[src/common/term_map.vh]
// term_map.vh: register offsets, field positions, reset values and timing
// counts for the terminal escape sequence interpreter.
// assumes it is included by bare name from each design file that needs it.
`ifndef TERM_MAP_VH
`define TERM_MAP_VH

// ************************************************************
// register byte offsets (one aligned 32-bit word each)
// ************************************************************
`define OFF_CHAR_IN    8'h00
`define OFF_MODE       8'h04
`define OFF_CURSOR     8'h08
`define OFF_MARGINS    8'h0C
`define OFF_SAVED      8'h10
`define OFF_ERASE      8'h14
`define OFF_TEST       8'h18
`define OFF_REPLY      8'h1C
`define OFF_CTRL       8'h20
`define OFF_SCROLL     8'h24
`define OFF_LINE_WIDE  8'h28
`define OFF_TAB_QUERY  8'h2C

// ************************************************************
// field positions
// ************************************************************
`define MODE_SMOOTH    0
`define MODE_REVERSE   1
`define MODE_ORIGIN    2
`define MODE_UNSOL     3
`define CTRL_FAULT     0
`define CTRL_REND_LSB  4
`define CTRL_CSET_LSB  8
`define VALID_BIT      31

// ************************************************************
// screen geometry and reset values
// ************************************************************
`define ROWS           5'd24
`define LAST_ROW       5'd23
`define COLS           7'd80
`define LAST_COL       7'd79
`define PARAM_MAX      8'hFF

// ************************************************************
// reply kinds
// ************************************************************
`define REPLY_STATUS   2'd1
`define REPLY_CPR      2'd2
`define REPLY_PARAM    2'd3

// ************************************************************
// timing: smooth scroll ceiling
// ************************************************************
`define CLK_HZ         125000000
`define SMOOTH_LPS     6
`define SMOOTH_CYC     ((`CLK_HZ + `SMOOTH_LPS - 1) / `SMOOTH_LPS)

`endif

[src/design/param_acc.v]
// param_acc.v: one decimal parameter accumulator of a control sequence.
// assumes digits arrive one per cycle as binary 0..9 from the parser.
`timescale 1ns/1ps
module param_acc (
    // clock and reset
    input  wire       pclk,
    input  wire       presetn,
    // control from the parser
    input  wire       clr,
    input  wire       dig_en,
    input  wire [3:0] dig,
    // accumulated value
    output reg  [7:0] val_r
);
`include "term_map.vh"

    wire [11:0] prod;   // value times ten plus the digit
    assign prod = {4'h0, val_r} * 12'h00A + {8'h00, dig};

    // accumulate, saturating so oversize numbers stay large
    always @(posedge pclk or negedge presetn) begin
        if (!presetn) begin
            val_r <= 8'h00;
        end else if (clr) begin
            val_r <= 8'h00;
        end else if (dig_en) begin
            val_r <= (prod > 12'h0FF) ? `PARAM_MAX : prod[7:0];
        end
    end
endmodule

[src/design/tab_mem.v]
// tab_mem.v: one bit of tab stop per column, registered read port.
// assumes column numbers below 80 from the interpreter.
`timescale 1ns/1ps
module tab_mem (
    // clock and reset
    input  wire       pclk,
    input  wire       presetn,
    // write port
    input  wire       set_en,
    input  wire [6:0] set_col,
    // read port
    input  wire [6:0] rd_col,
    output reg        rd_bit_r
);
    reg [79:0] stop_r;   // one flag per column

    // set a stop; read out through a flip-flop
    always @(posedge pclk or negedge presetn) begin
        if (!presetn) begin
            stop_r   <= 80'h0;
            rd_bit_r <= 1'b0;
        end else begin
            if (set_en) begin
                stop_r[set_col] <= 1'b1;
            end
            rd_bit_r <= (rd_col < 7'd80) ? stop_r[rd_col] : 1'b0;
        end
    end
endmodule

[src/design/seq_interp.v]
// seq_interp.v: escape and control sequence interpreter with an apb slave.
// assumes software feeds received characters through the char register,
// and the display engine reads cursor, margins, erase and scroll state.
//
// Summary of operation
// - parameter request answered with parameter report
// - no unsolicited reports after reset
// - ESC 7 saves cursor, rendition, charset
// - jump scroll or smooth, six lines/sec max
// - reverse screen setting selects black on white
// - margin sequence sets top and bottom lines
// - region at least two lines high
// - cursor homes after margins set
// - ESC # 5 makes line single width
// - confidence test runs summed tests, zero resets
// - weights 1,2,4 select tests, 8 repeats
// - status request 5 answers 0 or 3
// - status request 6 answers cursor position
// - erase in display, parameter 0/1/2
// - erased lines single width, cursor stays
// - erase in line, parameter 0/1/2
// - ESC H sets tab at cursor column
// - absolute position line then column, zero=one
// - positioning honours origin setting like cursor position
// - ESC D moves down or scrolls region
// - modes change by set/reset sequences; zero-weight test clears them, parameter request sets unsolicited
//
// Decided for this implementation: the APB register port and the placing of the registers.
`timescale 1ns/1ps
`include "term_map.vh"
module seq_interp #(
    parameter [31:0] SMOOTH_CYC = `SMOOTH_CYC
) (
    // clock and reset
    input  wire        pclk,
    input  wire        presetn,
    // apb slave
    input  wire        psel,
    input  wire        penable,
    input  wire        pwrite,
    input  wire [7:0]  paddr,
    input  wire [31:0] pwdata,
    output reg  [31:0] prdata,
    output reg         pready,
    output reg         pslverr
);

    // ************************************************************
    // parser states
    // ************************************************************
    localparam [1:0] ST_GROUND = 2'd0;
    localparam [1:0] ST_ESC    = 2'd1;
    localparam [1:0] ST_CSI    = 2'd2;
    localparam [1:0] ST_HASH   = 2'd3;

    reg  [1:0]  state_r;        // parser state
    reg         pidx_r;         // which parameter digits go to
    reg  [1:0]  npar_r;         // parameters seen, up to two
    reg         priv_r;         // private marker seen
    reg         smooth_r;       // smooth scroll setting
    reg         reverse_r;      // reverse screen setting
    reg         origin_r;       // origin setting
    reg         unsol_r;        // unsolicited reports allowed
    reg  [4:0]  row_r;          // active line, 0 based
    reg  [6:0]  col_r;          // active column, 0 based
    reg  [4:0]  top_r;          // scroll region top
    reg  [4:0]  bot_r;          // scroll region bottom
    reg  [19:0] saved_r;        // row, col, rendition, charset
    reg  [31:0] erase_r;        // last erase command
    reg  [31:0] test_r;         // last test request
    reg  [31:0] reply_r;        // pending reply
    reg  [11:0] ctrl_r;         // fault, rendition, charset
    reg  [23:0] wide_r;         // per-line double width flags
    reg  [6:0]  tabq_r;         // tab query column
    reg         scr_pend_r;     // scroll waiting for pacing
    reg  [15:0] scr_cnt_r;      // scrolls performed
    reg  [31:0] pace_r;         // cycles left before next smooth scroll

    wire [7:0]  p1;             // first parameter
    wire [7:0]  p2;             // second parameter
    wire        tab_bit;        // tab stop at queried column

    // ************************************************************
    // apb decode
    // ************************************************************
    wire setup   = psel & ~pready;
    wire done    = psel & penable & pready;
    wire is_char = (paddr == `OFF_CHAR_IN);
    wire ch_go   = done & pwrite & is_char;
    wire [7:0] ch = pwdata[7:0];
    wire rd_rep  = done & ~pwrite & (paddr == `OFF_REPLY);
    wire rd_era  = done & ~pwrite & (paddr == `OFF_ERASE);

    wire is_dig  = (ch >= 8'h30) && (ch <= 8'h39);
    wire in_csi  = ch_go && (state_r == ST_CSI);
    wire dig_go  = in_csi && is_dig;
    wire fin     = in_csi && (ch >= 8'h40) && (ch <= 8'h7E);
    wire esc_go  = ch_go && (state_r == ST_ESC);

    // ************************************************************
    // parameter accumulators
    // ************************************************************
    wire pclr = ch_go && (state_r == ST_ESC) && (ch == 8'h5B);

    param_acc u_p1 (
        .pclk    (pclk),
        .presetn (presetn),
        .clr     (pclr),
        .dig_en  (dig_go && !pidx_r),
        .dig     (ch[3:0]),
        .val_r   (p1)
    );

    param_acc u_p2 (
        .pclk    (pclk),
        .presetn (presetn),
        .clr     (pclr),
        .dig_en  (dig_go && pidx_r),
        .dig     (ch[3:0]),
        .val_r   (p2)
    );

    tab_mem u_tabs (
        .pclk     (pclk),
        .presetn  (presetn),
        .set_en   (esc_go && (ch == 8'h48)),
        .set_col  (col_r),
        .rd_col   (tabq_r),
        .rd_bit_r (tab_bit)
    );

    // ************************************************************
    // derived positions
    // ************************************************************
    wire [4:0] home_row = origin_r ? top_r : 5'd0;
    wire [4:0] lim_row  = origin_r ? bot_r : `LAST_ROW;
    wire [7:0] pl       = (p1 == 8'h00) ? 8'h00 : p1 - 8'h01;
    wire [7:0] pc       = (p2 == 8'h00) ? 8'h00 : p2 - 8'h01;
    wire [8:0] tgt_row  = {1'b0, pl} + {4'h0, home_row};
    wire [4:0] new_row  = (npar_r == 2'd0) ? home_row :
                          (tgt_row > {4'h0, lim_row}) ? lim_row : tgt_row[4:0];
    wire [6:0] new_col  = (npar_r < 2'd2) ? 7'd0 :
                          (pc > {1'b0, `LAST_COL}) ? `LAST_COL : pc[6:0];
    wire [4:0] rep_row  = row_r - home_row + 5'd1;
    wire [4:0] m_top    = (npar_r == 2'd0 || p1 == 8'h00) ? 5'd0 : pl[4:0];
    wire [4:0] m_bot    = (npar_r < 2'd2 || p2 == 8'h00) ? `LAST_ROW : pc[4:0];
    wire       m_ok     = (npar_r == 2'd0) ||
                          ((pc < {3'b000, `ROWS} || p2 == 8'h00) && (pl < {3'b000, `ROWS}) &&
                           (m_top < m_bot));
    wire [7:0] mode_p   = (npar_r == 2'd0) ? 8'h00 : p1;

    // ************************************************************
    // parser and terminal state
    // ************************************************************
    always @(posedge pclk or negedge presetn) begin
        if (!presetn) begin
            state_r   <= ST_GROUND;
            pidx_r    <= 1'b0;
            npar_r    <= 2'd0;
            priv_r    <= 1'b0;
            smooth_r  <= 1'b0;
            reverse_r <= 1'b0;
            origin_r  <= 1'b0;
            unsol_r   <= 1'b0;
            row_r     <= 5'd0;
            col_r     <= 7'd0;
            top_r     <= 5'd0;
            bot_r     <= `LAST_ROW;
            saved_r   <= 20'h0;
            erase_r   <= 32'h0;
            test_r    <= 32'h0;
            reply_r   <= 32'h0;
            wide_r    <= 24'h0;
            scr_pend_r <= 1'b0;
        end else begin
            // clear-on-read first so a new event in the same cycle wins
            if (rd_rep) begin
                reply_r[`VALID_BIT] <= 1'b0;
            end
            if (rd_era) begin
                erase_r[`VALID_BIT] <= 1'b0;
            end
            if (scr_pend_r && (!smooth_r || pace_r == 32'h0)) begin
                scr_pend_r <= 1'b0;
            end
            if (ch_go) begin
                case (state_r)
                    ST_GROUND: begin
                        if (ch == 8'h1B) begin
                            state_r <= ST_ESC;
                        end
                    end
                    ST_ESC: begin
                        state_r <= ST_GROUND;
                        pidx_r  <= 1'b0;
                        npar_r  <= 2'd0;
                        priv_r  <= 1'b0;
                        if (ch == 8'h5B) begin
                            state_r <= ST_CSI;
                        end else if (ch == 8'h23) begin
                            state_r <= ST_HASH;
                        end else if (ch == 8'h37) begin
                            // save cursor, rendition, charset
                            saved_r <= {row_r, col_r, ctrl_r[11:4]};
                        end else if (ch == 8'h44) begin
                            // index: move down, or scroll at the bottom margin
                            if (row_r == bot_r) begin
                                scr_pend_r <= 1'b1;
                            end else if (row_r < `LAST_ROW) begin
                                row_r <= row_r + 5'd1;
                            end
                        end
                    end
                    ST_HASH: begin
                        state_r <= ST_GROUND;
                        if (ch == 8'h35) begin
                            wide_r[row_r] <= 1'b0;
                        end
                    end
                    default: begin
                        // inside a control sequence
                        if (is_dig) begin
                            if (npar_r == 2'd0) begin
                                npar_r <= 2'd1;
                            end
                        end else if (ch == 8'h3B) begin
                            pidx_r <= 1'b1;
                            npar_r <= 2'd2;
                        end else if (ch == 8'h3F) begin
                            priv_r <= 1'b1;
                        end else if (fin) begin
                            state_r <= ST_GROUND;
                            if (ch == 8'h78 && p1 < 8'h02) begin
                                // parameter request: solicit 0 allows unsolicited
                                unsol_r <= (p1 == 8'h00);
                                reply_r <= {1'b1, 21'h0, `REPLY_PARAM, p1 + 8'h02};
                            end else if (ch == 8'h6E && p1 == 8'h05) begin
                                reply_r <= {1'b1, 21'h0, `REPLY_STATUS,
                                            ctrl_r[`CTRL_FAULT] ? 8'h03 : 8'h00};
                            end else if (ch == 8'h6E && p1 == 8'h06) begin
                                reply_r <= {1'b1, 10'h0, rep_row, 6'h0, `REPLY_CPR,
                                            1'b0, col_r + 7'd1};
                            end else if (ch == 8'h72 && m_ok) begin
                                top_r <= m_top;
                                bot_r <= m_bot;
                                row_r <= origin_r ? m_top : 5'd0;
                                col_r <= 7'd0;
                            end else if (ch == 8'h66 || ch == 8'h48) begin
                                row_r <= new_row;
                                col_r <= new_col;
                            end else if ((ch == 8'h68 || ch == 8'h6C) && priv_r) begin
                                // set or clear a private mode; others ignored
                                if (mode_p == 8'h04) begin
                                    smooth_r <= (ch == 8'h68);
                                end else if (mode_p == 8'h05) begin
                                    reverse_r <= (ch == 8'h68);
                                end else if (mode_p == 8'h06) begin
                                    origin_r <= (ch == 8'h68);
                                    row_r    <= (ch == 8'h68) ? top_r : 5'd0;
                                    col_r    <= 7'd0;
                                end
                            end else if (ch == 8'h79 && p1 == 8'h02 && p2 < 8'h10) begin
                                if (p2 == 8'h00) begin
                                    // zero weight: reset only
                                    smooth_r  <= 1'b0;
                                    reverse_r <= 1'b0;
                                    origin_r  <= 1'b0;
                                    unsol_r   <= 1'b0;
                                    top_r     <= 5'd0;
                                    bot_r     <= `LAST_ROW;
                                    row_r     <= 5'd0;
                                    col_r     <= 7'd0;
                                    wide_r    <= 24'h0;
                                    test_r    <= {1'b1, 1'b1, 26'h0, 4'h0};
                                end else begin
                                    test_r <= {1'b1, 1'b0, 26'h0, p2[3:0]};
                                end
                            end else if ((ch == 8'h4A || ch == 8'h4B) &&
                                         (npar_r == 2'd0 || p1 < 8'h03)) begin
                                erase_r <= {1'b1, 9'h0, (ch == 8'h4A), mode_p[1:0],
                                            row_r, 7'h0, col_r};
                                if (ch == 8'h4A) begin
                                    // fully erased lines drop double width
                                    if (mode_p == 8'h02) begin
                                        wide_r <= 24'h0;
                                    end else if (mode_p == 8'h01) begin
                                        wide_r <= wide_r & ~((24'h00_0001 << row_r) - 24'h00_0001);
                                    end else begin
                                        wide_r <= wide_r & ((24'h00_0002 << row_r) - 24'h00_0001);
                                    end
                                end
                            end
                        end else begin
                            state_r <= ST_GROUND;   // unexpected byte aborts
                        end
                    end
                endcase
            end
        end
    end

    // ************************************************************
    // smooth scroll pacing and scroll counter
    // ************************************************************
    always @(posedge pclk or negedge presetn) begin
        if (!presetn) begin
            pace_r    <= 32'h0;
            scr_cnt_r <= 16'h0;
        end else if (scr_pend_r && (!smooth_r || pace_r == 32'h0)) begin
            scr_cnt_r <= scr_cnt_r + 16'h1;
            pace_r    <= smooth_r ? SMOOTH_CYC - 32'h1 : 32'h0;
        end else if (pace_r != 32'h0) begin
            pace_r <= pace_r - 32'h1;
        end
    end

    // ************************************************************
    // software written registers
    // ************************************************************
    always @(posedge pclk or negedge presetn) begin
        if (!presetn) begin
            ctrl_r <= 12'h0;
            tabq_r <= 7'd0;
        end else if (done && pwrite) begin
            if (paddr == `OFF_CTRL) begin
                ctrl_r <= pwdata[11:0];
            end else if (paddr == `OFF_TAB_QUERY) begin
                tabq_r <= pwdata[6:0];
            end
        end
    end

    // line width flags are not software writable; a write to OFF_LINE_WIDE is refused
    // so the interpreter alone clears them
    // ************************************************************
    // apb response
    // ************************************************************
    always @(posedge pclk or negedge presetn) begin
        if (!presetn) begin
            pready  <= 1'b0;
            pslverr <= 1'b0;
            prdata  <= 32'h0;
        end else if (setup && !(is_char && pwrite && scr_pend_r)) begin
            // answer one cycle after setup; stall chars while a scroll waits
            pready  <= 1'b1;
            pslverr <= 1'b0;
            prdata  <= 32'h0;
            if (!pwrite) begin
                if (paddr == `OFF_MODE) begin
                    prdata <= {28'h0, unsol_r, origin_r, reverse_r, smooth_r};
                end else if (paddr == `OFF_CURSOR) begin
                    prdata <= {11'h0, row_r, 9'h0, col_r};
                end else if (paddr == `OFF_MARGINS) begin
                    prdata <= {11'h0, bot_r, 11'h0, top_r};
                end else if (paddr == `OFF_SAVED) begin
                    prdata <= {12'h0, saved_r};
                end else if (paddr == `OFF_ERASE) begin
                    prdata <= erase_r;
                end else if (paddr == `OFF_TEST) begin
                    prdata <= test_r;
                end else if (paddr == `OFF_REPLY) begin
                    prdata <= reply_r;
                end else if (paddr == `OFF_CTRL) begin
                    prdata <= {20'h0, ctrl_r};
                end else if (paddr == `OFF_SCROLL) begin
                    prdata <= {15'h0, scr_pend_r, scr_cnt_r};
                end else if (paddr == `OFF_LINE_WIDE) begin
                    prdata <= {8'h0, wide_r};
                end else if (paddr == `OFF_TAB_QUERY) begin
                    prdata <= {24'h0, tab_bit, tabq_r};
                end else if (paddr != `OFF_CHAR_IN) begin
                    pslverr <= 1'b1;
                end
            end else if (!(is_char || paddr == `OFF_CTRL || paddr == `OFF_TAB_QUERY)) begin
                pslverr <= 1'b1;
            end
        end else begin
            pready  <= 1'b0;
            pslverr <= 1'b0;
        end
    end
endmodule

[config.mk]
export PLATFORM = sky130hd
export DESIGN_NAME = seq_interp
export DESIGN_NICKNAME = d
export VERILOG_FILES = /design/src/design/param_acc.v /design/src/design/tab_mem.v /design/src/design/seq_interp.v
export VERILOG_INCLUDE_DIRS = /design/src /design/src/common
export SDC_FILE = /design/constraint.sdc
export NUM_CORES = 1
export LEC_CHECK = 0
export BUFFER_PORTS_ARGS = -buffer_cell sky130_fd_sc_hd__buf_2
export CAP_MARGIN = 20
export CORE_MARGIN = 2
export CORE_UTILIZATION = 35
export DETAILED_ROUTE_END_ITERATION = 8
export PLACE_DENSITY_LB_ADDON = 0.15
export SYNTH_ARGS = -nofsm -noshare
export SYNTH_HDL_FRONTEND = slang
export SYNTH_SLANG_ARGS = --single-unit
[constraint.sdc]
create_clock -name pclk -period 5.97 [get_ports pclk]
set_input_delay 0.2985 -clock pclk [delete_from_list [all_inputs] [get_ports pclk]]
set_output_delay 0.2985 -clock pclk [all_outputs]
set_load 0.02 [all_outputs]
Word-level counts from Yosys, hierarchy flattened
Index checks and enable logic that the tools add are counted.

storage, ports and cells
  memories kept = 0
  flip-flop bits (word level) = 355
  bits in latches = 0
  output and inout port bits = 34
  ROM bits = 0
  logic and storage cells = 464
  bits of input ports = 45
  memory bits (writable) = 0

cells by class
  shift operators = 2
  eq/ne operators = 87
  reductions and logical operators = 91
  divide/modulo/power cells = 0
  add/sub/neg operators = 14
  multipliers = 2
  multiplexer cells = 183
  bitwise logic cells = 32
  order comparisons = 22

operator list
  cell                   count
  $mux 32                33
  $mux 24                20
  $mux 5                 37
  $eq 8x7->1 const B     12
  $mux 8                 10
  $or 80x80->80          1
  $and 24x24->24         3
  $eq 8x6->1 const B     9
  $mux 7                 10
  $mux 1                 52
  $eq 8x3->1 const B     6
  $not 24->24            2
  $pmux 24 s2            1
  $sub 24x1->24 const B  2
  $reduce_and 14->1      3
  $eq 8x5->1 const B     5
  $ne 2x2->1 const B     20
  $reduce_and 13->1      3
  $logic_not 32->1       1
  $reduce_and 16->1      2
  $reduce_bool 32->1     1
  $sub 32x1->32 const B  1
  $mux 31                1
  $ne 2x1->1 const B     15
  71 further kinds       183

Longest topological paths before layout
Gate-level depths: netlist of the first run.

  depth after elaboration = 20
  mapped depth = 21
  depth with buffers taken out = 20

By module
From an unflattened synthesis of the first run, not the netlist that was laid out.

unflattened totals
  cell total of the unflattened synthesis = 1979
  area, all modules = 18951.9 um2

modules (own cells, without submodules)
  module      instances  seq. area each (um2)  cells each  area each (um2)
  seq_interp  1          5285.1                1550        13790.7
  tab_mem     1          2026.9                265         3564.7
  param_acc   2          200.2                 82          798.3

Least setup slack after synthesis of the first run
No wires, ideal clock.

  path kind = register -> register
  start point = register u_p1.val_r[0]
  end point = register row_r[1]
  stages on the path, launching flop included = 20
  library setup time = 125 ps
  required time = 5845 ps
  slack = 1704 ps
  arrival = 4142 ps
  clock period less this slack = 4266 ps
  path buffers = 1
  cell sequence = dfrtp_1 clkbuf_1 inv_1 ha_1 or3b_2 nor2_1 nor2_1 ha_1 inv_1 fa_1 inv_1 ha_1 nor2b_1 o21a_1 o21ai_0 a21oi_1 a211oi_4 mux2i_1 o211ai_1 mux2_2

between the ends
  longest elaborated chain between the ends = 16
  elaborated cells between the ends (all ways) = 48
  classes of those cells = add/sub: 2; order compare: 4; eq/ne: 12; mux: 16; reduce/logical: 14

ends and longest elaborated chain
  item                                                   line                                RTL
  start: declaration                                     param_acc.v:13                      output reg [7:0] val_r
  start signal: assignment                               param_acc.v:27                      val_r <= (prod > 12'h0FF) ? `PARAM_MAX : prod[7:0];
  $sub 8x1->8 / $logic_not 8->1 (equally long branches)  seq_interp.v:137, seq_interp.v:145
  $mux 8 / $logic_or 1x1->1 (equally long branches)      seq_interp.v:137, seq_interp.v:145
  $add 8x5->9, or another cell as far along              seq_interp.v:139                    wire [8:0] tgt_row = {1'b0, pl} + {4'h0, home_row};
  $gt 9x5->1, or another cell as far along               seq_interp.v:141                    (tgt_row > {4'h0, lim_row}) ? lim_row : tgt_row[4:0];
  $mux 5 / $logic_and 1x1->1 (equally long branches)     seq_interp.v:141, seq_interp.v:148
  $mux 5 / $logic_or 1x1->1 (equally long branches)      seq_interp.v:140, seq_interp.v:147
  $mux 5 / $logic_and 1x1->1 (equally long branches)     seq_interp.v:248, seq_interp.v:243
  $mux 5                                                 seq_interp.v:243                    end else if (ch == 8'h72 && m_ok) begin
  $mux 5                                                 seq_interp.v:240                    end else if (ch == 8'h6E && p1 == 8'h06) begin
  $mux 5                                                 seq_interp.v:237                    end else if (ch == 8'h6E && p1 == 8'h05) begin
  $mux 5                                                 seq_interp.v:233                    if (ch == 8'h78 && p1 < 8'h02) begin
  $mux 5                                                 seq_interp.v:231                    end else if (fin) begin
  $mux 5                                                 seq_interp.v:229                    end else if (ch == 8'h3F) begin
  $mux 5                                                 seq_interp.v:226                    end else if (ch == 8'h3B) begin
  $mux 5                                                 seq_interp.v:222                    if (is_dig) begin
  $pmux 5 s2                                             seq_interp.v:187                    case (state_r)
  end signal: assignment                                 seq_interp.v:210                    row_r <= row_r + 5'd1;
  end signal: assignment                                 seq_interp.v:246                    row_r <= origin_r ? m_top : 5'd0;
  end signal: assignment                                 seq_interp.v:249                    row_r <= new_row;
  end: declaration                                       seq_interp.v:64                     reg [4:0] row_r;

Parallel ways exist; a longest one is shown, timed or not. The select of a mux whose other input is x is not followed.
A chain may end at the register's enable or synchronous reset.

Worst setup path after layout of the first run
  start point = register u_p1.val_r[1]
  end point = register row_r[1]

Same word-level chain as after synthesis.

==> impl_metrics.yaml, run 1 <==
clocking:
  cts_setup_buffers: 0
  clockRootBuffer: "clkbuf_16"
  clk_pin_slew_ns: 0.05
  cts_buffers: 39
  htree_levels: 2
  cts_sinks: 308
  cts_tree: "yes"
  insertion_delay_ns: 0.57
  cts.path.max_buffers: 3
  ctsResizeCount: 0
  ctsHoldBuffers: 5
sta:
  setup_tns_ns: 0
  clock_skew_ns: 0.0191
  layout_min_cycle_time_ns: 4.62
  fin_crit_sh: 0.774
  drv_slew: 0
  grt_setup_unrepaired: "false"
  hold_ws_ns: 0.129
  hold_viol_final: 0
  slew_headroom: 0.224
  finalSetupViolCount: 0
  worstMarginPinSlew_ns: 1.16
  fmax_ghz: 0.216
die:
  initial_core_util: 0.356
  die_h_um: 233
  die-width_um: 233
  rows: 83
  pin_count: 79
  die_area_mm2: 0.0542
  core_mm2: 0.0515
yosys:
  ys_ff_latch: 308
  synth.distinct_cells: 86
  ys_seq_area_frac: 0.421
  netlist_area_mm2: 0.0183
  synth-main-ff-cell: "dfrtp_1"
  synth_edf_count: 0
  postSynthAreaPerCell_um2: 9.60
  yosysWarnings: 0
  synthesis.nets: 2036
  synth_area_leaders: "dfrtp_1 42%, ha_1 5.1%, mux2_2 3.8%"
  synth_top_area_share: 0.415
  synth_cells: 1910
  async_reset_ff_frac: 1.00
  yosys-top-cells-count: "304 x dfrtp_1, 179 x nand2_1, 164 x nor2_1"
  synth.most_common_cell: "dfrtp_1"
  yosysTopAreaCell: "dfrtp_1"
worst_setup_path:
  crit_required_ns: 6.41
  crit_path_end_kind: "register"
  r2r_cells: 18
  critPathLaunch: "u_p1.val_r[1]"
  cp-endpoint: "row_r[1]"
  crit-reg2reg-capture: "row_r[1]"
  critical_path_class: "reg -> reg"
  r2r_start: "u_p1.val_r[1]"
  cp_max_fo: 8
  worst_ep_arrival_time_ns: 5.06
  regToRegSetupSlack_ns: 1.35
  cp-start-kind: "register"
global_route:
  grt_pass1_wl_um: 91300
  grt_pass1_vias: 15200
  grt_overflow_total: 0
  antenna_found_initial: 2
  grt.total_usage: 0.216
  grt_max_degree: 149
run:
  drv_cap: 0
power:
  ir_worst_vdd_uv: 169
  pwr_density_cell_mw_per_mm2: 227
  p_total_mw: 4.67
  p_leak_nw: 9.81
detailed_routing:
  wl_per_cell_um: 21.9
  drt_first_pass_iters: 7
  wl_um: 57700
  drc: 0
  postRouteAntennaNets: 0
  dr.first_iter.drc_count: 1415
  avgViaCountPerCell: 5.74
  vias: 15100
layout:
  regArea_mm2: 0.00771
  n_antenna_cell: 0
  multiInputGateArea_mm2: 0.00997
  drive_gt1_frac: 0.147
  areaGrowthSynthToFinish_pct: 12.5
  n_fill_cell: 5122
  nets: 2050
status:
  status: "finished, final reports clean"
placement:
  portBuffers: 58
  globalplace.congestion: 0.913
  hpwlAfterDp_um: 40500
hold_path:
  worst_hold_path.num_cells: 3
  hold_path.class: "in -> reg"
-- worst min path at each step --
| stage | start | endpoint |
|---|---|---|
| after floorplan | presetn | bot_r[3] |
| after global placement | presetn | u_tabs.stop_r[45] |
| after detailed placement | presetn | u_tabs.stop_r[47] |
| after CTS | pwrite | pslverr |
| after global routing | pwdata[7] | ctrl_r[7] |
| final | pwrite | pslverr |
-- report_power, final --
group	switching, mW	internal [mW]
registers	0.00235	2.09
clock network	0.963	1.49
logic	0.100	0.0280
-- cells by family (layout without fill, tap and decap cells) --
| family | count (synthesis) | after routing | share of synthesized area |
|---|---|---|---|
| XOR/XNOR | 90 | 90 | 0.0430 |
| multiplexers | 92 | 92 | 0.0715 |
| AO/OA/AOI/OAI | 522 | 522 | 0.193 |
| AND/OR/NAND/NOR | 642 | 642 | 0.176 |
| flip-flops | 308 | 308 | 0.421 |
| buffers and inverters | 175 | 217 | 0.0382 |
| adder cells (fa/ha/maj) | 81 | 81 | 0.0577 |
-- state kept, by name, summed over array words and instances (netlist names), 7 cells and up --
signal / cells
u_tabs.stop_r: 80
pace_r: 32
prdata: 27
wide_r: 24
saved_r: 20
erase_r: 16
reply_r: 16
scr_cnt_r: 16
ctrl_r: 12
u_p1.val_r: 8
u_p2.val_r: 8
col_r: 7
tabq_r: 7
-- cells in the final DEF, fill, tap and decap left out, types with 25 or more instances in the layout --
| cell type | n |
|---|---|
| dfrtp_1 | 304 |
| nand2_1 | 179 |
| nor2_1 | 163 |
| a21oi_1 | 115 |
| o21ai_0 | 94 |
| ha_1 | 75 |
| mux2_2 | 62 |
| inv_1 | 60 |
| buf_2 | 58 |
| xnor2_1 | 57 |
| a21o_1 | 57 |
| nor3_1 | 46 |
| nand3_1 | 43 |
| clkbuf_16 | 39 |
| xor2_1 | 33 |
| a211oi_1 | 28 |
| mux4_2 | 25 |
| nand4_1 | 25 |
-- per-layer routing --
| layer | global-route usage | vias up | wire length (µm) |
|---|---|---|---|
| li1 | - | 7015 | - |
| met1 | 0.310 | 7543 | 27200 |
| met2 | 0.341 | 474 | 26100 |
| met3 | 0.0300 | 68 | 3140 |
| met4 | 0.0605 | 4 | 1220 |
| met5 | 0 | - | 27 |
-- stage by stage --
step                instances  cell area (µm²)  setup slack, ns  utilization
finish                   2632            20600             1.35        0.400
global route             2632            20600            0.937        0.400
CTS                      2630            20600             1.35        0.400
detailed placement       2556            19200             1.40        0.374
global placement         2556            19200             1.47        0.374
floorplan                1910            18300             1.70            -
-- critical path, stage by stage, from the launching register on --
cell and delay [ns]:
dfrtp_1 0.38, inv_1 0.18, ha_1 0.30, or3b_2 0.50, nor2_1 0.33, nor2_1 0.16, ha_1 0.23, inv_1 0.07
fa_1 0.43, inv_1 0.07, ha_1 0.24, nor2b_1 0.14, o21a_1 0.15, o21ai_0 0.14, a21oi_1 0.13, a211oi_4 0.40
mux2i_1 0.24, o211ai_1 0.12, mux2_2 0.28
-- cell type report --
cell class / count / area share
well taps: 680 / 0.0413
multi-input cells: 1427 / 0.484
repair buffers: 88 / 0.0265
inverters: 60 / 0.0109
flip-flops and latches: 308 / 0.374
clock inverters: 15 / 0.0110
clock buffers: 54 / 0.0525
(Power assumes the default switching activity.)
==> inputs of run 2 (changes only) <==
clock period = 4.1 ns   (was 5.97 ns; I/O delays follow)
==> impl_metrics.yaml, run 2 (same netlist as run 1, synthesis figures left out) <==
status:
  status: "finished, final reports clean"
clocking:
  clockRootBuffer: "clkbuf_16"
  cts_buffers: 37
  cts_sinks: 308
  cts_tree: "yes"
  insertion_delay_ns: 0.55
  clk_pin_slew_ns: 0.06
  cts.path.max_buffers: 3
  htree_levels: 2
  cts_setup_buffers: 0
power:
  ir_worst_vdd_uv: 238
  p_leak_nw: 10.0
  pwr_density_cell_mw_per_mm2: 306
detailed_routing:
  avgViaCountPerCell: 5.75
  wl_um: 58000
  drc: 0
  wl_per_cell_um: 21.7
  postRouteAntennaNets: 0
  drt_first_pass_iters: 8
  dr.first_iter.drc_count: 1353
  vias: 15400
worst_setup_path:
  crit_required_ns: 4.52
  regToRegSetupSlack_ns: 0.21
  r2r_start: "u_p1.val_r[0]"
  crit-reg2reg-capture: "row_r[1]"
  critical_path_class: "reg -> reg"
  cp-start-kind: "register"
  crit_path_end_kind: "register"
  cp_max_fo: 5
  worst_ep_arrival_time_ns: 4.32
  r2r_cells: 18
placement:
  globalplace.congestion: 0.912
  portBuffers: 58
  hpwlAfterDp_um: 42200
  placed_cells: 2606
hold_path:
  hold_path.class: "in -> reg"
  min_to: "pslverr"
  worst_hold_path.num_cells: 3
  hp-start: "pwrite"
global_route:
  grt_overflow_total: 0
  grt_use_met3: 0.0386
  antenna_found_initial: 5
  grt_pass1_wl_um: 91500
  grt_max_degree: 110
  grt.total_usage: 0.217
  globalRouteMet2Util: 0.339
  grt_pass1_vias: 15500
  met1_usage: 0.307
  grt_busiest_layer: "met2"
sta:
  hold_viol_final: 0
  grt_setup_unrepaired: "true"
  setup_tns_ns: 0
  slew_headroom: 0.287
  finalSetupViolCount: 0
  drv_slew: 0
  fin_crit_sh: 0.949
  clock_skew_ns: 0.0184
  worstMarginPinSlew_ns: 1.06
  layout_min_cycle_time_ns: 3.89
  fmax_ghz: 0.257
layout:
  nets: 2098
  largest_reg_flops: 80
  n_antenna_cell: 0
  top_register: "u_tabs.stop_r"
  final_common_cell: "dfrtp_1"
  layout_common_cells: "304 x dfrtp_1, 178 x nand2_1, 161 x nor2_1"
  areaGrowthSynthToFinish_pct: 14.1
  reg.largest.list: "u_tabs.stop_r x80, pace_r x32, prdata x27"
  fin_cells: 2678
  drive_gt1_frac: 0.169
die:
  core_mm2: 0.0515
  initial_core_util: 0.356
  die_h_um: 233
  pin_count: 79
  die_area_mm2: 0.0542
  die-width_um: 233
  rows: 83
run:
  drv_cap: 0
[run 2: cell types whose count changed in the layout (fill, tap and decap cells not counted), moves of 2 or more]
cell / change
a2111oi_0: -2
buf_4: +49
bufinv_16: -4
clkbuf_1: +5
clkinvlp_4: -2
ha_1: -2
nor2_1: -2
nor2_4: +2
nor3_1: +2
nor3_2: -2
[run 2: worst max path at each step]
| stage | startpoint | end | slack, ns | depth (start not counted) |
|---|---|---|---|---|
| finish | u_p1.val_r[0] | row_r[1] | 0.21 | 18 |
| global route | u_p1.val_r[0] | row_r[1] | -0.008 | 20 |
| CTS | u_p2.val_r[0] | row_r[1] | 0.03 | 13 |
| detailed placement | u_p2.val_r[0] | row_r[1] | 0.05 | 13 |
| global placement | u_p2.val_r[0] | row_r[1] | 0.17 | 13 |
| floorplan | u_p1.val_r[0] | row_r[1] | 0.03 | 19 |
[run 2: worst max-delay path, stage by stage (launching register included)]
cell,delay (ns)
dfrtp_1,0.37
inv_1,0.08
ha_2,0.18
or3b_4,0.41
nor2_4,0.17
nor2_4,0.06
ha_1,0.21
inv_1,0.07
fa_1,0.43
inv_1,0.08
ha_1,0.23
nor2b_1,0.13
o21a_1,0.15
o21ai_0,0.14
a21oi_1,0.12
a211oi_4,0.32
mux2i_1,0.23
o211ai_1,0.11
mux2_2,0.28
[run 2: repair_timing]
item / CTS / global route
endpoints found under the setup margin: 0 / 22
hold buffers: 5 / 0
resized for setup: 0 / 19
hold endpoints to repair: 108 / 0
[run 2: report_power, final]
part	total (mW)	internal, mW	switching, mW
clock	3.16	1.87	1.29
combinational	0.192	0.0444	0.148
sequential	3.05	3.04	0.00360
total	6.40	4.95	1.44
[run 2: layout make-up]
| cell class | count | area [µm²] |
|---|---|---|
| tap | 680 | 851 |
| clock inverter | 7 | 73.8 |
| clock buffer | 58 | 1080 |
| inverter | 60 | 225 |
| timing repair buffer | 138 | 933 |
| sequential | 308 | 7710 |
| fill | 5191 | 30600 |
| multi-input combinational | 1427 | 10000 |
[run 2: per-stage QoR]
step / power, mW / cell area (µm²) / setup slack [ns] / util / hold WS (ns)
final: 6.40 / 20900 / 0.208 / 0.406 / 0.0355
after global routing: 6.65 / 20900 / -0.00800 / 0.406 / 0.0352
after CTS: 6.48 / 20800 / 0.0307 / 0.404 / 0.000832
after detailed placement: 3.29 / 19600 / 0.0537 / 0.381 / 0.354
after global placement: 3.29 / 19600 / 0.171 / 0.381 / 0.336
after floorplan: 3.17 / 18300 / 0.0266 / - / -0.0906
[run 2: routing by layer]
| layer | share of wire | wire, µm |
|---|---|---|
| met5 | 0.00069 | 40 |
| met3 | 0.060 | 3490 |
| met2 | 0.44 | 25700 |
| met4 | 0.028 | 1640 |
| met1 | 0.47 | 27200 |
==> inputs of run 3 (changes only) <==
SYNTH_HIERARCHICAL = 1   (was not set)
==> impl_metrics.yaml, run 3 <==
status:
  status: "finished, final reports clean"
die:
  die_area_mm2: 0.0560
  die-width_um: 237
  rows: 85
  pin_count: 79
  initial_core_util: 0.353
  core_mm2: 0.0537
  die_h_um: 237
power:
  ir_worst_vdd_uv: 215
  pwr_density_cell_mw_per_mm2: 301
  p_leak_nw: 10.3
detailed_routing:
  vias: 16200
  postRouteAntennaNets: 0
  wl_per_cell_um: 22.5
  avgViaCountPerCell: 5.81
  wl_um: 62600
  drt_first_pass_iters: 6
  drc: 0
  dr.first_iter.drc_count: 1410
clocking:
  cts_buffers: 37
  insertion_delay_ns: 0.56
  cts_tree: "yes"
  clk_pin_slew_ns: 0.06
  htree_levels: 2
  cts_sinks: 308
  cts_setup_buffers: 0
  clockRootBuffer: "clkbuf_16"
  cts.path.max_buffers: 3
placement:
  hpwlAfterDp_um: 45600
  portBuffers: 58
  dp_slack_ns: 0.0519
  placed_cells: 2715
  globalplace.congestion: 0.883
sta:
  fmax_ghz: 0.252
  fin_crit_sh: 0.969
  setup_tns_ns: 0
  layout_min_cycle_time_ns: 3.97
  final.setup.worst_slack_ns: 0.127
  clock_skew_ns: 0.0189
  finalSetupViolCount: 0
  slew_headroom: 0.290
  worstMarginPinSlew_ns: 1.07
  drv_slew: 0
  hold_viol_final: 0
  hold_ws_ns: 0.0135
yosys:
  netlist_area_mm2: 0.0190
  synth.most_common_cell: "dfrtp_1"
  async_reset_ff_frac: 1.00
  yosys-top-cells-count: "304 x dfrtp_1, 172 x nand2_1, 140 x nor2_1"
  synth.distinct_cells: 101
  yosysTopAreaCell: "dfrtp_1"
  synth_edf_count: 0
  postSynthAreaPerCell_um2: 9.58
  synthesis.nets: 2106
  ys_ff_latch: 308
  synth_cells: 1979
  yosysWarnings: 6
  ys_seq_area_frac: 0.407
  synth-main-ff-cell: "dfrtp_1"
  synth_area_leaders: "dfrtp_1 40%, ha_1 5.0%, a21o_1 3.9%"
  synth_top_area_share: 0.401
global_route:
  antenna_found_initial: 4
  grt_overflow_total: 0
  grt.total_usage: 0.223
  grt_pass1_wl_um: 97400
  grt_max_degree: 103
  grt_pass1_vias: 16000
worst_setup_path:
  critical_path_class: "reg -> reg"
  worst_ep_arrival_time_ns: 4.38
  cp_max_fo: 6
  crit_path_end_kind: "register"
  regToRegSetupSlack_ns: 0.13
  cp-start-kind: "register"
  crit_required_ns: 4.50
layout:
  nets: 2190
  final_common_cell: "dfrtp_1"
  reg.largest.list: "u_tabs/stop_r x80, pace_r x32, prdata x27"
  areaGrowthSynthToFinish_pct: 14.2
  top_register: "u_tabs/stop_r"
  n_fill_cell: 5308
  fin_cells: 2783
  layout_common_cells: "303 x dfrtp_1, 172 x nand2_1, 138 x nor2_1"
  largest_reg_flops: 80
  drive_gt1_frac: 0.164
hold_path:
  hold_path.class: "in -> reg"
run:
  drv_cap: 0
[run 3: critical path, cell delays in order (launching register included)]
cell	delay, ns
dfrtp_2	0.36
clkinv_2	0.05
ha_1	0.16
or3b_4	0.24
nor2_4	0.05
nor2_1	0.24
inv_1	0.10
fa_1	0.43
nand2b_1	0.16
o2bb2ai_1	0.16
xnor2_1	0.24
ha_1	0.29
o22ai_2	0.18
a21oi_2	0.07
a211o_1	0.33
or4_1	0.43
a32oi_1	0.22
mux2i_1	0.10
[run 3: layout make-up]
type	instances	area, µm²	area share
multi-input cells	1494	10500	0.486
flip-flops and latches	308	7710	0.356
repair buffers	156	1100	0.0508
clock buffers	53	1100	0.0507
well taps	696	871	0.0402
inverters	66	249	0.0115
clock inverters	9	86.3	0.00399
diodes	1	2.50	0.000116
[run 3: metrics by stage]
step / power, mW / cell area, µm² / utilization
after floorplan: 3.18 / 19000 / -
final: 6.51 / 21700 / 0.403
after detailed placement: 3.31 / 20400 / 0.379
after global routing: 6.73 / 21600 / 0.403
after CTS: 6.59 / 21600 / 0.402
after global placement: 3.31 / 20400 / 0.379
[run 3: power breakdown]
| part | total [mW] | switching [mW] | internal, mW |
|---|---|---|---|
| Sequential | 3.05 | 0.00605 | 3.05 |
| Combinational | 0.205 | 0.155 | 0.0496 |
| Clock | 3.25 | 1.33 | 1.92 |
| Total | 6.51 | 1.49 | 5.01 |
[run 3: final timing paths]
check	startpoint	end	cells after the start
worst max-delay path	u_p1/val_r[1]	row_r[3]	17
worst min-delay path	pwrite	prdata[1]	2
worst max register to register	u_p1/val_r[1]	row_r[3]	17
worst min register to register	u_tabs/stop_r[75]	u_tabs/stop_r[75]	1
max in group asynchronous	presetn	u_p1/val_r[1]	3
min in group asynchronous	presetn	pace_r[20]	2
[run 3: timing repair]
item                                    4_1_cts  5_1_grt
hold buffers                                  5        0
endpoints found under the setup margin        0        7
hold endpoints to repair                     95        0
gates resized for setup                       0       10
[run 3: logic make-up (layout without fill, tap and decap cells)]
logic type               count (synthesis)  count (layout)  synth area share
AO/OA/AOI/OAI                          550             550             0.201
multiplexers                           111             111            0.0724
XOR/XNOR                                83              83            0.0384
buffers and inverters                  177             284            0.0398
AND/OR/NAND/NOR                        668             668             0.185
flip-flops                             308             308             0.407
adder cells (fa/ha/maj)                 82              82            0.0565
other                                    0               1                 0
[run 3: per-layer routing]
metal,part of all wire,track usage,wire (µm)
met1,0.46,0.315,28800
met2,0.44,0.340,27700
met3,0.061,0.0420,3840
met4,0.035,0.0842,2160
met5,0.00059,0,37
